===== src/timer_pkg.sv =====
/*
 * Shared constants for the triple timer/event counter: widths, timing and the Timer 2 modes.
 * Assumes a single 50 MHz core clock that stands for the oscillator.
 */
package timer_pkg;
   localparam int          COUNT_WIDTH        = 16;
   localparam int          OSC_PER_MACHINE    = 12;
   localparam int          MACHINE_CNT_WIDTH  = 4;
   localparam int          EDGE_MACHINE_CYCLES = 2;
   localparam logic [15:0] COUNT_RESET        = 16'h0000;
   localparam logic [15:0] COUNT_ALL_ONES     = 16'hFFFF;
   localparam logic [3:0]  PRESCALE_RESET     = 4'h0;
   localparam logic [3:0]  PRESCALE_LAST      = 4'(OSC_PER_MACHINE - 1);

   typedef enum logic [1:0] {
      T2_PLAIN   = 2'h0,
      T2_CAPTURE = 2'h1,
      T2_RELOAD  = 2'h2,
      T2_OUTPUT  = 2'h3
   } t2_mode_t;
endpackage


===== src/count_unit.sv =====
/*
 * One 16-bit timer/event counter unit with optional capture, reload, down count and
 * output toggle. Assumes the machine-cycle tick comes from the owner and the pin is synchronous.
 */
`timescale 1ns/1ps
module count_unit #(
   parameter int WIDTH = timer_pkg::COUNT_WIDTH
) (
   input  wire logic             core_clk,
   input  wire logic             reset,
   input  wire logic             machine_tick,
   input  wire logic             run,
   input  wire logic             counter_mode,
   input  wire logic             count_input,
   input  wire logic             count_down,
   input  wire logic             reload_enable,
   input  wire logic [WIDTH-1:0] reload_value,
   input  wire logic             capture_strobe,
   input  wire logic             overflow_clear,
   output logic      [WIDTH-1:0] count_value,
   output logic      [WIDTH-1:0] capture_value,
   output logic                  overflow_flag,
   output logic                  toggle_out
);
   typedef struct packed {
      logic [WIDTH-1:0] count;
      logic [WIDTH-1:0] capture;
      logic             sample;
      logic             overflow;
      logic             toggle;
   } unit_state_t;

   unit_state_t s_q;
   unit_state_t s_d;
   logic        fall_seen;
   logic        step;
   logic        wrap;

   // A fall is a high sample followed by a low sample one machine cycle later.
   assign fall_seen = machine_tick && s_q.sample && !count_input;
   assign step      = run && (counter_mode ? fall_seen : machine_tick);
   assign wrap      = step && (count_down ? (s_q.count == '0) : (s_q.count == '1));

   always_comb begin
      s_d = s_q;
      if (machine_tick) begin
         s_d.sample = count_input;
      end
      if (step) begin
         // The new value shows in the cycle after the fall is detected.
         s_d.count = count_down ? s_q.count - 1'b1 : s_q.count + 1'b1;
         if (wrap) begin
            s_d.toggle = !s_q.toggle;
            if (reload_enable) begin
               s_d.count = reload_value;
            end
         end
      end
      if (capture_strobe) begin
         s_d.capture = s_q.count;
      end
      // Set wins over clear so an overflow in the clearing cycle is not lost.
      if (overflow_clear) begin
         s_d.overflow = 1'b0;
      end
      if (wrap) begin
         s_d.overflow = 1'b1;
      end
   end

   always_ff @(posedge core_clk) begin
      if (reset) begin
         s_q <= '0;
      end else begin
         s_q <= s_d;
      end
   end

   assign count_value   = s_q.count;
   assign capture_value = s_q.capture;
   assign overflow_flag = s_q.overflow;
   assign toggle_out    = s_q.toggle;

   property p_step_visible;
      @(posedge core_clk) disable iff (reset)
         (step && !wrap && !count_down) |=> (count_value == $past(count_value) + 1'b1);
   endproperty
   a_step_visible: assert property (p_step_visible)
      else $error("count did not advance");

   property p_count_hold;
      @(posedge core_clk) disable iff (reset)
         (!step && !reset) |=> (count_value == $past(count_value));
   endproperty
   a_count_hold: assert property (p_count_hold)
      else $error("count moved without a step");

   property p_overflow_set;
      @(posedge core_clk) disable iff (reset)
         wrap |=> overflow_flag;
   endproperty
   a_overflow_set: assert property (p_overflow_set)
      else $error("overflow not flagged");

   property p_overflow_clear;
      @(posedge core_clk) disable iff (reset)
         (overflow_clear && !wrap) |=> !overflow_flag;
   endproperty
   a_overflow_clear: assert property (p_overflow_clear)
      else $error("overflow not cleared");

   // The pin itself, one machine cycle back, must have been high; this does not trust the
   // sample register that the step logic uses.
   property p_counter_edge;
      @(posedge core_clk) disable iff (reset)
         (run && counter_mode && step)
            |-> (machine_tick && !count_input
                 && $past(count_input, timer_pkg::OSC_PER_MACHINE));
   endproperty
   a_counter_edge: assert property (p_counter_edge)
      else $error("counted without a fall");
endmodule // count_unit


===== src/triple_timer_event_counter.sv =====
/*
 * Three independent 16-bit timer/event counters; Timer 2 adds capture, reload, up/down
 * and an output toggle. Assumes control levels come from core logic, pins are synchronous.
 */
// Contract
// - Three independent 16-bit units, each a timer or an event counter.
// - Timer operation adds one to the count every machine cycle.
// - Counter operation adds one only on a falling edge of its input pin.
// - Input sampled each machine cycle; high then low sample marks an edge.
// - The new count shows in the cycle after the edge was detected.
// - Edge recognition takes two machine cycles; max rate is oscillator over 24.
// - Units raise periodic interrupt requests each counting period; here each unit only sets a sticky overflow_flag bit on wrap.
// - Timer 2 is 16-bit with plain, capture, reload up/down and output modes.
// - Timer 2 counts events from its own dedicated input pin.
`timescale 1ns/1ps
module triple_timer_event_counter #(
   parameter int WIDTH = timer_pkg::COUNT_WIDTH
) (
   input  wire logic               core_clk,
   input  wire logic               reset,
   input  wire logic [2:0]         run,
   input  wire logic [2:0]         counter_mode,
   input  wire logic               timer0_count_input,
   input  wire logic               timer1_count_input,
   input  wire logic               timer2_count_input,
   input  wire timer_pkg::t2_mode_t timer2_mode,
   input  wire logic               timer2_count_down,
   input  wire logic [WIDTH-1:0]   timer2_reload_value,
   input  wire logic               timer2_capture_strobe,
   input  wire logic [2:0]         overflow_clear,
   output logic      [WIDTH-1:0]   timer0_count,
   output logic      [WIDTH-1:0]   timer1_count,
   output logic      [WIDTH-1:0]   timer2_count,
   output logic      [WIDTH-1:0]   timer2_capture,
   output logic      [2:0]         overflow_flag,
   output logic                    timer2_toggle_out,
   output logic                    machine_tick
);
   typedef struct packed {
      logic [3:0] prescale;
      logic [3:0] tick_gap;
   } top_state_t;

   top_state_t       s_q;
   top_state_t       s_d;
   logic [2:0]       pins;
   logic [2:0]       toggles;
   logic [WIDTH-1:0] counts [3];
   logic [WIDTH-1:0] captures [3];
   logic             t2_reload;
   logic             t2_capture;
   logic             t2_down;

   // One machine cycle is twelve core clocks; the tick gates all counting.
   always_comb begin
      s_d = s_q;
      if (s_q.prescale == timer_pkg::PRESCALE_LAST) begin
         s_d.prescale = timer_pkg::PRESCALE_RESET;
      end else begin
         s_d.prescale = s_q.prescale + 4'h1;
      end
      // Counted apart from the prescaler so the period and gap checks do not lean on the logic they
      // watch; only those two checks read it, so synthesis drops it.
      s_d.tick_gap = machine_tick ? 4'h0 : s_q.tick_gap + 4'h1;
   end

   always_ff @(posedge core_clk) begin
      if (reset) begin
         s_q <= '0;
      end else begin
         s_q <= s_d;
      end
   end

   assign machine_tick = (s_q.prescale == timer_pkg::PRESCALE_LAST);

   // Timer 2 takes its events from its own pin.
   assign pins       = {timer2_count_input, timer1_count_input, timer0_count_input};
   assign t2_reload  = (timer2_mode == timer_pkg::T2_RELOAD) ||
                       (timer2_mode == timer_pkg::T2_OUTPUT);
   assign t2_capture = (timer2_mode == timer_pkg::T2_CAPTURE) && timer2_capture_strobe;
   assign t2_down    = (timer2_mode == timer_pkg::T2_RELOAD) && timer2_count_down;

   // The edge detector needs two machine-cycle samples, so the fastest input the
   // units follow is one event per 24 core clocks; slower sources must hold levels.
   for (genvar i = 0; i < 3; i++) begin : g_unit
      count_unit #(
         .WIDTH(WIDTH)
      ) u_unit (
         .core_clk       (core_clk),
         .reset          (reset),
         .machine_tick   (machine_tick),
         .run            (run[i]),
         .counter_mode   (counter_mode[i]),
         .count_input    (pins[i]),
         .count_down     ((i == 2) ? t2_down : 1'b0),
         .reload_enable  ((i == 2) ? t2_reload : 1'b0),
         .reload_value   (timer2_reload_value),
         .capture_strobe ((i == 2) ? t2_capture : 1'b0),
         .overflow_clear (overflow_clear[i]),
         .count_value    (counts[i]),
         .capture_value  (captures[i]),
         .overflow_flag  (overflow_flag[i]),
         .toggle_out     (toggles[i])
      );
   end

   assign timer0_count      = counts[0];
   assign timer1_count      = counts[1];
   assign timer2_count      = counts[2];
   assign timer2_capture    = captures[2];
   assign timer2_toggle_out = (timer2_mode == timer_pkg::T2_OUTPUT) ? toggles[2] : 1'b0;

   property p_tick_period;
      @(posedge core_clk) disable iff (reset)
         machine_tick |-> (s_q.tick_gap == timer_pkg::PRESCALE_LAST);
   endproperty
   a_tick_period: assert property (p_tick_period)
      else $error("machine tick not every 12 clocks");

   property p_tick_gap;
      @(posedge core_clk) disable iff (reset)
         (s_q.tick_gap == timer_pkg::PRESCALE_LAST) |-> machine_tick;
   endproperty
   a_tick_gap: assert property (p_tick_gap)
      else $error("machine tick came late");

   property p_timer0_rate;
      @(posedge core_clk) disable iff (reset)
         (machine_tick && run[0] && !counter_mode[0] && timer0_count != '1)
            |=> (timer0_count == $past(timer0_count) + 1'b1);
   endproperty
   a_timer0_rate: assert property (p_timer0_rate)
      else $error("timer 0 missed a machine cycle");

   property p_timer1_rate;
      @(posedge core_clk) disable iff (reset)
         (machine_tick && run[1] && !counter_mode[1] && timer1_count != '1)
            |=> (timer1_count == $past(timer1_count) + 1'b1);
   endproperty
   a_timer1_rate: assert property (p_timer1_rate)
      else $error("timer 1 missed a machine cycle");

   property p_timer0_fall;
      @(posedge core_clk) disable iff (reset)
         (run[0] && counter_mode[0] && machine_tick && !timer0_count_input
            && $past(timer0_count_input, timer_pkg::OSC_PER_MACHINE)
            && $past(machine_tick, timer_pkg::OSC_PER_MACHINE)
            && !$past(reset, timer_pkg::OSC_PER_MACHINE) && timer0_count != '1)
            |=> (timer0_count == $past(timer0_count) + 1'b1);
   endproperty
   a_timer0_fall: assert property (p_timer0_fall)
      else $error("timer 0 missed a fall");

   property p_timer1_edge_latency;
      @(posedge core_clk) disable iff (reset)
         (run[1] && counter_mode[1] && timer1_count_input && machine_tick
            && timer1_count != '1 ##12 (!timer1_count_input && machine_tick && run[1]
            && counter_mode[1])) |=> (timer1_count == $past(timer1_count) + 1'b1);
   endproperty
   a_timer1_edge_latency: assert property (p_timer1_edge_latency)
      else $error("timer 1 missed a fall");

   property p_timer2_own_pin;
      @(posedge core_clk) disable iff (reset)
         (run[2] && counter_mode[2] && machine_tick && timer2_count_input)
            |=> (timer2_count == $past(timer2_count));
   endproperty
   a_timer2_own_pin: assert property (p_timer2_own_pin)
      else $error("timer 2 counted while its pin was high");

   property p_timer0_stopped;
      @(posedge core_clk) disable iff (reset)
         !run[0] |=> (timer0_count == $past(timer0_count));
   endproperty
   a_timer0_stopped: assert property (p_timer0_stopped)
      else $error("timer 0 moved while stopped");

   property p_timer2_stopped;
      @(posedge core_clk) disable iff (reset)
         !run[2] |=> (timer2_count == $past(timer2_count));
   endproperty
   a_timer2_stopped: assert property (p_timer2_stopped)
      else $error("timer 2 moved while stopped");

   property p_t2_output_only;
      @(posedge core_clk) disable iff (reset)
         (timer2_mode != timer_pkg::T2_OUTPUT) |-> !timer2_toggle_out;
   endproperty
   a_t2_output_only: assert property (p_t2_output_only)
      else $error("toggle outside output mode");

   property p_t2_plain_rate;
      @(posedge core_clk) disable iff (reset)
         (machine_tick && run[2] && !counter_mode[2] && timer2_mode == timer_pkg::T2_PLAIN
            && timer2_count != '1) |=> (timer2_count == $past(timer2_count) + 1'b1);
   endproperty
   a_t2_plain_rate: assert property (p_t2_plain_rate)
      else $error("timer 2 missed a machine cycle");

   property p_t2_down;
      @(posedge core_clk) disable iff (reset)
         (machine_tick && run[2] && !counter_mode[2] && timer2_mode == timer_pkg::T2_RELOAD
            && timer2_count_down && timer2_count != '0)
            |=> (timer2_count == $past(timer2_count) - 1'b1);
   endproperty
   a_t2_down: assert property (p_t2_down)
      else $error("timer 2 did not count down");

   property p_t2_reload_down;
      @(posedge core_clk) disable iff (reset)
         (machine_tick && run[2] && !counter_mode[2] && timer2_mode == timer_pkg::T2_RELOAD
            && timer2_count_down && timer2_count == '0)
            |=> (timer2_count == $past(timer2_reload_value));
   endproperty
   a_t2_reload_down: assert property (p_t2_reload_down)
      else $error("timer 2 did not reload on underflow");

   property p_t2_output_wrap;
      @(posedge core_clk) disable iff (reset)
         (machine_tick && run[2] && !counter_mode[2] && timer2_mode == timer_pkg::T2_OUTPUT
            && timer2_count == '1)
            |=> (timer2_count == $past(timer2_reload_value)) && overflow_flag[2]
               && (timer2_mode != timer_pkg::T2_OUTPUT
                   || timer2_toggle_out != $past(timer2_toggle_out));
   endproperty
   a_t2_output_wrap: assert property (p_t2_output_wrap)
      else $error("timer 2 output wrap wrong");

   property p_t2_capture;
      @(posedge core_clk) disable iff (reset)
         (timer2_mode == timer_pkg::T2_CAPTURE && timer2_capture_strobe)
            |=> (timer2_capture == $past(timer2_count));
   endproperty
   a_t2_capture: assert property (p_t2_capture)
      else $error("timer 2 capture missed the count");

   property p_t2_capture_hold;
      @(posedge core_clk) disable iff (reset)
         !(timer2_mode == timer_pkg::T2_CAPTURE && timer2_capture_strobe)
            |=> (timer2_capture == $past(timer2_capture));
   endproperty
   a_t2_capture_hold: assert property (p_t2_capture_hold)
      else $error("timer 2 capture changed without a strobe");

   property p_t2_flag_sticky;
      @(posedge core_clk) disable iff (reset)
         (overflow_flag[2] && !overflow_clear[2]) |=> overflow_flag[2];
   endproperty
   a_t2_flag_sticky: assert property (p_t2_flag_sticky)
      else $error("timer 2 overflow flag dropped");
endmodule // triple_timer_event_counter

===== config.mk =====
export PLATFORM = sky130hd
export DESIGN_NAME = triple_timer_event_counter
export DESIGN_NICKNAME = d
export VERILOG_FILES = /design/src/timer_pkg.sv /design/src/count_unit.sv /design/src/triple_timer_event_counter.sv
export SDC_FILE = /design/constraint.sdc
export NUM_CORES = 1
export LEC_CHECK = 0
export ABC_AREA = 0
export BUFFER_PORTS_ARGS = -buffer_cell sky130_fd_sc_hd__buf_2
export CAP_MARGIN = 20
export CORE_UTILIZATION = 50
export DETAILED_ROUTE_END_ITERATION = 10
export GPL_ROUTABILITY_DRIVEN = 0
export GPL_TIMING_DRIVEN = 1
export PLACE_DENSITY = 0.82
export SYNTH_ARGS = -nofsm -noshare
export SYNTH_HDL_FRONTEND = slang
export SYNTH_SLANG_ARGS = --single-unit

===== constraint.sdc =====
create_clock -name core_clk -period 4 [get_ports core_clk]
set_clock_uncertainty 0.2 [all_clocks]
set_input_delay 0.4 -clock core_clk [delete_from_list [all_inputs] [get_ports core_clk]]
set_output_delay 0.4 -clock core_clk [all_outputs]
set_load 0.005 [all_outputs]

**Word-level counts from Yosys, hierarchy flattened**

Cells that the tools add are included.

- Output and inout bits: 69
- Bits in writable memories: 0
- Memories kept: 0
- Memory bits (read-only): 0
- Input bits: 34
- Bits in latches: 0
- Register bits: 75

- Shifts and indexed selects: 0
- Equality and inequality tests: 7
- Muxes and demuxes: 14
- $mul: 0
- Add/subtract/negate cells: 5
- Reductions and logical operators: 25
- Order comparisons: 0
- Divide/modulo/power cells: 0
- Bitwise gates (word level): 0

Operators with widths:

| kind | number |
|---|---|
| 16-bit by 1-bit adder with 16-bit output (second input constant) | 3 |
| 16-bit == test (second input constant) | 3 |
| 16-bit 2-to-1 mux | 3 |
| 16-bit logical NOT | 1 |
| 16-bit by 1-bit subtractor with 16-bit output (second input constant) | 1 |
| 1-bit logical AND | 14 |
| 1-bit 2-to-1 mux | 11 |
| 2-bit nonzero test | 3 |
| 4-bit by 1-bit adder with 4-bit output (second input constant) | 1 |
| 2-bit == test (second input constant) | 2 |
| 4-bit == test (second input constant) | 1 |
| 1-bit logical NOT | 4 |
| 2-bit by 1-bit == test with 1-bit output (second input constant) | 1 |
| 2-bit AND reduction | 1 |
| 2-bit OR reduction | 1 |
| 1-bit logical OR | 1 |

**Logic depth before layout (Yosys ltp)**

- Word-level depth: 7
- Gate-level depth with buffers: 9

**Hierarchy**

A second synthesis with hierarchy kept.

- Cell total of the unflattened synthesis: 902
- Area, all modules: 7589.8 um^2

By module, submodules not included:

| module | sequential area each (um^2) | area each (um^2) | cells an instance | instances |
|---|---|---|---|---|
| count_unit (g_unit[0].u_unit ...) | 700.7 | 2497.4 | 296 | 2 |
| count_unit (g_unit[2].u_unit) | 700.7 | 2402.3 | 287 | 1 |
| triple_timer_event_counter | 80.1 | 192.7 | 23 | 1 |

**Worst setup path after synthesis**

Ideal clock, no wire load.

- Kind: input port to flip-flop
- From: input timer2_mode[0]
- To: register g_unit[2].u_unit.s_q (netlist bit g_unit[2].u_unit.count_value[6])
- Data required time: 3.726 ns
- Library setup time: 0.074 ns
- Slack: 1.641 ns
- Stages on the path: 9
- Arrival: 2.085 ns
- Cells stage by stage: nand3b_1 xnor2_1 ha_1 nor4_1 nand2_1 o31a_1 nor4_1 a31oi_1 a31oi_1

- Longest elaborated chain between the ends: 5

RTL lines:

| what | RTL line | text |
|---|---|---|
| start, declared | triple_timer_event_counter.sv:26 | `input wire timer_pkg::t2_mode_t timer2_mode,` |
| 2-bit == test | triple_timer_event_counter.sv:79, triple_timer_event_counter.sv:82 |  |
| 1-bit logical AND | triple_timer_event_counter.sv:82 | `assign t2_down = (timer2_mode == timer_pkg::T2_RELOAD) && timer2_count_down;` |
| 16-bit 2-to-1 mux or 1-bit 2-to-1 mux (tied branches) | count_unit.sv:51, count_unit.sv:42 |  |
| 16-bit 2-to-1 mux or 1-bit logical AND (tied branches) | count_unit.sv:54, count_unit.sv:42 |  |
| 16-bit 2-to-1 mux (*) | count_unit.sv:52 | `if (wrap) begin` |
| end signal, assigned | count_unit.sv:73 | `s_q <= '0;` |
| end signal, assigned | count_unit.sv:75 | `s_q <= s_d;` |
| end, declared | count_unit.sv:33 | `unit_state_t s_q;` |

Mark *: on every way between the ends. The rest lies on a longest branch, timed or not.
A chain may end at the register's enable or synchronous reset.

**Worst setup path in the final report**

- From: register g_unit[2].u_unit.s_q (netlist bit g_unit[2].u_unit.count_value[0])
- To: register g_unit[2].u_unit.s_q (netlist bit g_unit[2].u_unit.count_value[6])

- Longest elaborated chain between the ends: 4

RTL lines:

| what | RTL line | text |
|---|---|---|
| 16-bit by 1-bit adder with 16-bit output, or another cell as far along | count_unit.sv:51 | `s_d.count = count_down ? s_q.count - 1'b1 : s_q.count + 1'b1;` |
| 16-bit 2-to-1 mux or 1-bit 2-to-1 mux (tied branches) | count_unit.sv:51, count_unit.sv:42 |  |
| 16-bit 2-to-1 mux or 1-bit logical AND (tied branches) | count_unit.sv:54, count_unit.sv:42 |  |
| 16-bit 2-to-1 mux (*) | count_unit.sv:52 |  |

Marks and branches as above.

==> results.yml <==
outcome:
  status: "finished clean"
clock_network:
  holdBufCountCts: 0
  cts_buffers: 9
  htree_levels: 3
  postCtsSetupRepairBufs: 0
  tritoncts: "yes"
  cts-root-buf: "clkbuf_8"
  clockBufferDepth: 2
  post_cts_resized: 0
  clock-sinks: 75
  clk_pin_slew_ns: 0.08
  insertion_delay_ns: 0.34
hold_path:
  hold_class: "in2reg"
sta:
  clock.fmax_ghz: 0.349
  hold_viol: 0
  maxSlewHeadroom: 0.475
  drv_slew: 0
  worst_pin_slew_ns: 0.786
  period_needed_ns: 2.87
  finalSetupViolCount: 0
  rsz0062_at_grt: "false"
  finalCritPeriodShare: 0.717
  tns_ns: 0
yosys:
  synth-async-reset-ratio: 0
  syn_inst: 529
  yosysUniqueCellTypes: 49
  synth_area_sq_mm: 0.00421
  yosys_warnings: 0
  synth.ff_latch_count: 75
  ys.flop_type: "dfxtp_1"
  syn_avg_cell_area_sq_um: 7.95
  ys_seq_area_frac: 0.357
  synth_nets: 567
  synth_edf_count: 0
power:
  power_density_mw_per_mm2: 314
  ir_worst_vdd_v: 0.000183
  p_leak_nw: 1.83
critical_path:
  startpoint: "g_unit[2].u_unit.count_value[0]"
  arrival_ns: 2.87
  path_max_fanout: 19
  critical_path_required_ns: 4.00
  crit_type: "reg2reg"
  reg2reg_to: "g_unit[2].u_unit.count_value[6]"
  reg2regPathDepth: 7
  crit_path_end: "g_unit[2].u_unit.count_value[6]"
  regToRegSetupSlack_ns: 1.13
  timing.rr.start: "g_unit[2].u_unit.count_value[0]"
  cp-start-kind: "register"
  end_kind: "register"
grt:
  first_global_vias: 3245
  grt_use_total: 0.214
  grt_max_degree: 46
  antenna_found_initial: 0
  grt_pass1_wl_um: 15000
  grt-ovfl-total: 0
routing:
  firstDrtPassIters: 4
  drcViolationCount: 0
  drt-wirelength-per-cell_um: 14.0
  detail_route.vias_per_cell: 5.56
  wirelength_um: 9240
  vias: 3659
  drtAntennaViolNets: 0
  drt_iter0_markers: 156
final_layout:
  layout_common_cells: "buf_2, dfxtp_1, nand2_1"
  area_growth_pct: 5.39
  drive_gt1_frac: 0.226
  postLayoutCellArea_sq_mm: 0.00443
  layout_commonest_cell: "buf_2"
  antennaDiodeCount: 0
  nets: 586
die:
  core_area_sq_mm: 0.00818
  rows: 33
  die_y_um: 93.7
  die_w_um: 93.7
  initial_core_util: 0.514
  io-pin-count: 103
  die_area_sq_mm: 0.00878
flow_run:
  drv_cap: 0
place:
  place_area_sq_mm: 0.00424
  dpl.hpwl_um: 6760
  io_buffers: 102
==> worst min-delay path by stage <==
stage                                            from                           endpoint  slack, ns  cells past startpoint
floorplan                                      s_q[4]                             s_q[4]       0.23                      1
global placement    g_unit[2].u_unit.capture_value[5]  g_unit[2].u_unit.capture_value[5]       0.24                      2
detailed placement  g_unit[2].u_unit.capture_value[3]  g_unit[2].u_unit.capture_value[3]       0.25                      2
CTS                                 overflow_clear[1]     g_unit[1].u_unit.overflow_flag        0.1                      3
global route                        overflow_clear[1]     g_unit[1].u_unit.overflow_flag        0.1                      3
finish                              overflow_clear[1]     g_unit[1].u_unit.overflow_flag       0.11                      3
==> stage by stage <==
step | util | power (W) | instances | hold WS, ns | worst slack [ns]
2_1_floorplan | - | 0.000805 | 529 | 0.232 | 1.64
3_3_place_gp | 0.519 | 0.000829 | 642 | 0.242 | 1.09
4_1_cts | 0.542 | 0.00141 | 658 | 0.0971 | 1.17
5_1_grt | 0.542 | 0.00145 | 658 | 0.0988 | 0.940
3_5_place_dp | 0.519 | 0.000831 | 642 | 0.245 | 1.02
6_report | 0.542 | 0.00139 | 658 | 0.107 | 1.13
==> critical path, stage by stage (launching register included) <==
cell	delay (ns)
dfxtp_1	0.57
nand3_1	0.16
or4b_1	0.69
o32ai_4	0.47
buf_4	0.31
nor4_1	0.08
a31oi_1	0.16
a31oi_1	0.09
==> Yosys cell counts (all sizes together) (7+ instances only) <==
cell type  count  area [sq um]
a21oi         35           175
nand2b         7          43.8
nand3         26           130
a31oi         13          81.3
clkbuf        22          83.8
nand4         14          87.6
and3          12          75.1
xnor2          8          70.1
xor2          21           184
inv            7          26.3
dfxtp         75          1500
nand2         63           236
o21ai         15          75.1
nor2          46           173
nor4          10          62.6
nor3          11          55.1
buf           75           547
nand4b         7          61.3
==> report_power, final <==
| group | switching (W) | leakage [nW] | internal, W |
|---|---|---|---|
| combinational | 0.0000381 | 1.13 | 0.0000251 |
| clock | 0.000288 | 0.0966 | 0.000290 |
| sequential | 0.00000202 | 0.604 | 0.000748 |
==> area by class of cell <==
class	instances	area (sq um)
inverter	8	30.0
fill	780	3740
timing repair buffer	105	533
clock buffer	10	128
multi-input combinational	349	2040
sequential	75	1500
tap	105	131
clock inverter	6	65.1
==> flip-flops by register name, summed over array words and instances, names as in the netlist <==
signal / flops
g_unit.u_unit.s_q: 3
g_unit.u_unit.overflow_flag: 3
g_unit.u_unit.toggle_out: 1
g_unit.u_unit.count_value: 48
g_unit.u_unit.capture_value: 16
s_q: 4
==> layer usage <==
| metal | vias up | GRT usage | wire (um) |
|---|---|---|---|
| met1 | 1733 | 0.275 | 4180 |
| met4 | 0 | 0.0449 | 55 |
| met2 | 101 | 0.350 | 4350 |
| met3 | 6 | 0.0672 | 648 |
| met5 | - | 0 | 0 |
| li1 | 1819 | - | - |
==> kinds of logic (layout without fill, tap and decap cells) <==
family	after synthesis	count (layout)	share of synthesized area
and+or+nand+nor	234	234	0.290
buffers and inverters	105	129	0.157
AOI/OAI and AO/OA	79	79	0.117
DFF	75	75	0.357
xor gates and xnor gates	29	29	0.0604
adders and majority gates	4	4	0.0119
muxes	3	3	0.00714
No activity file was read; power rests on OpenSTA's default activity.
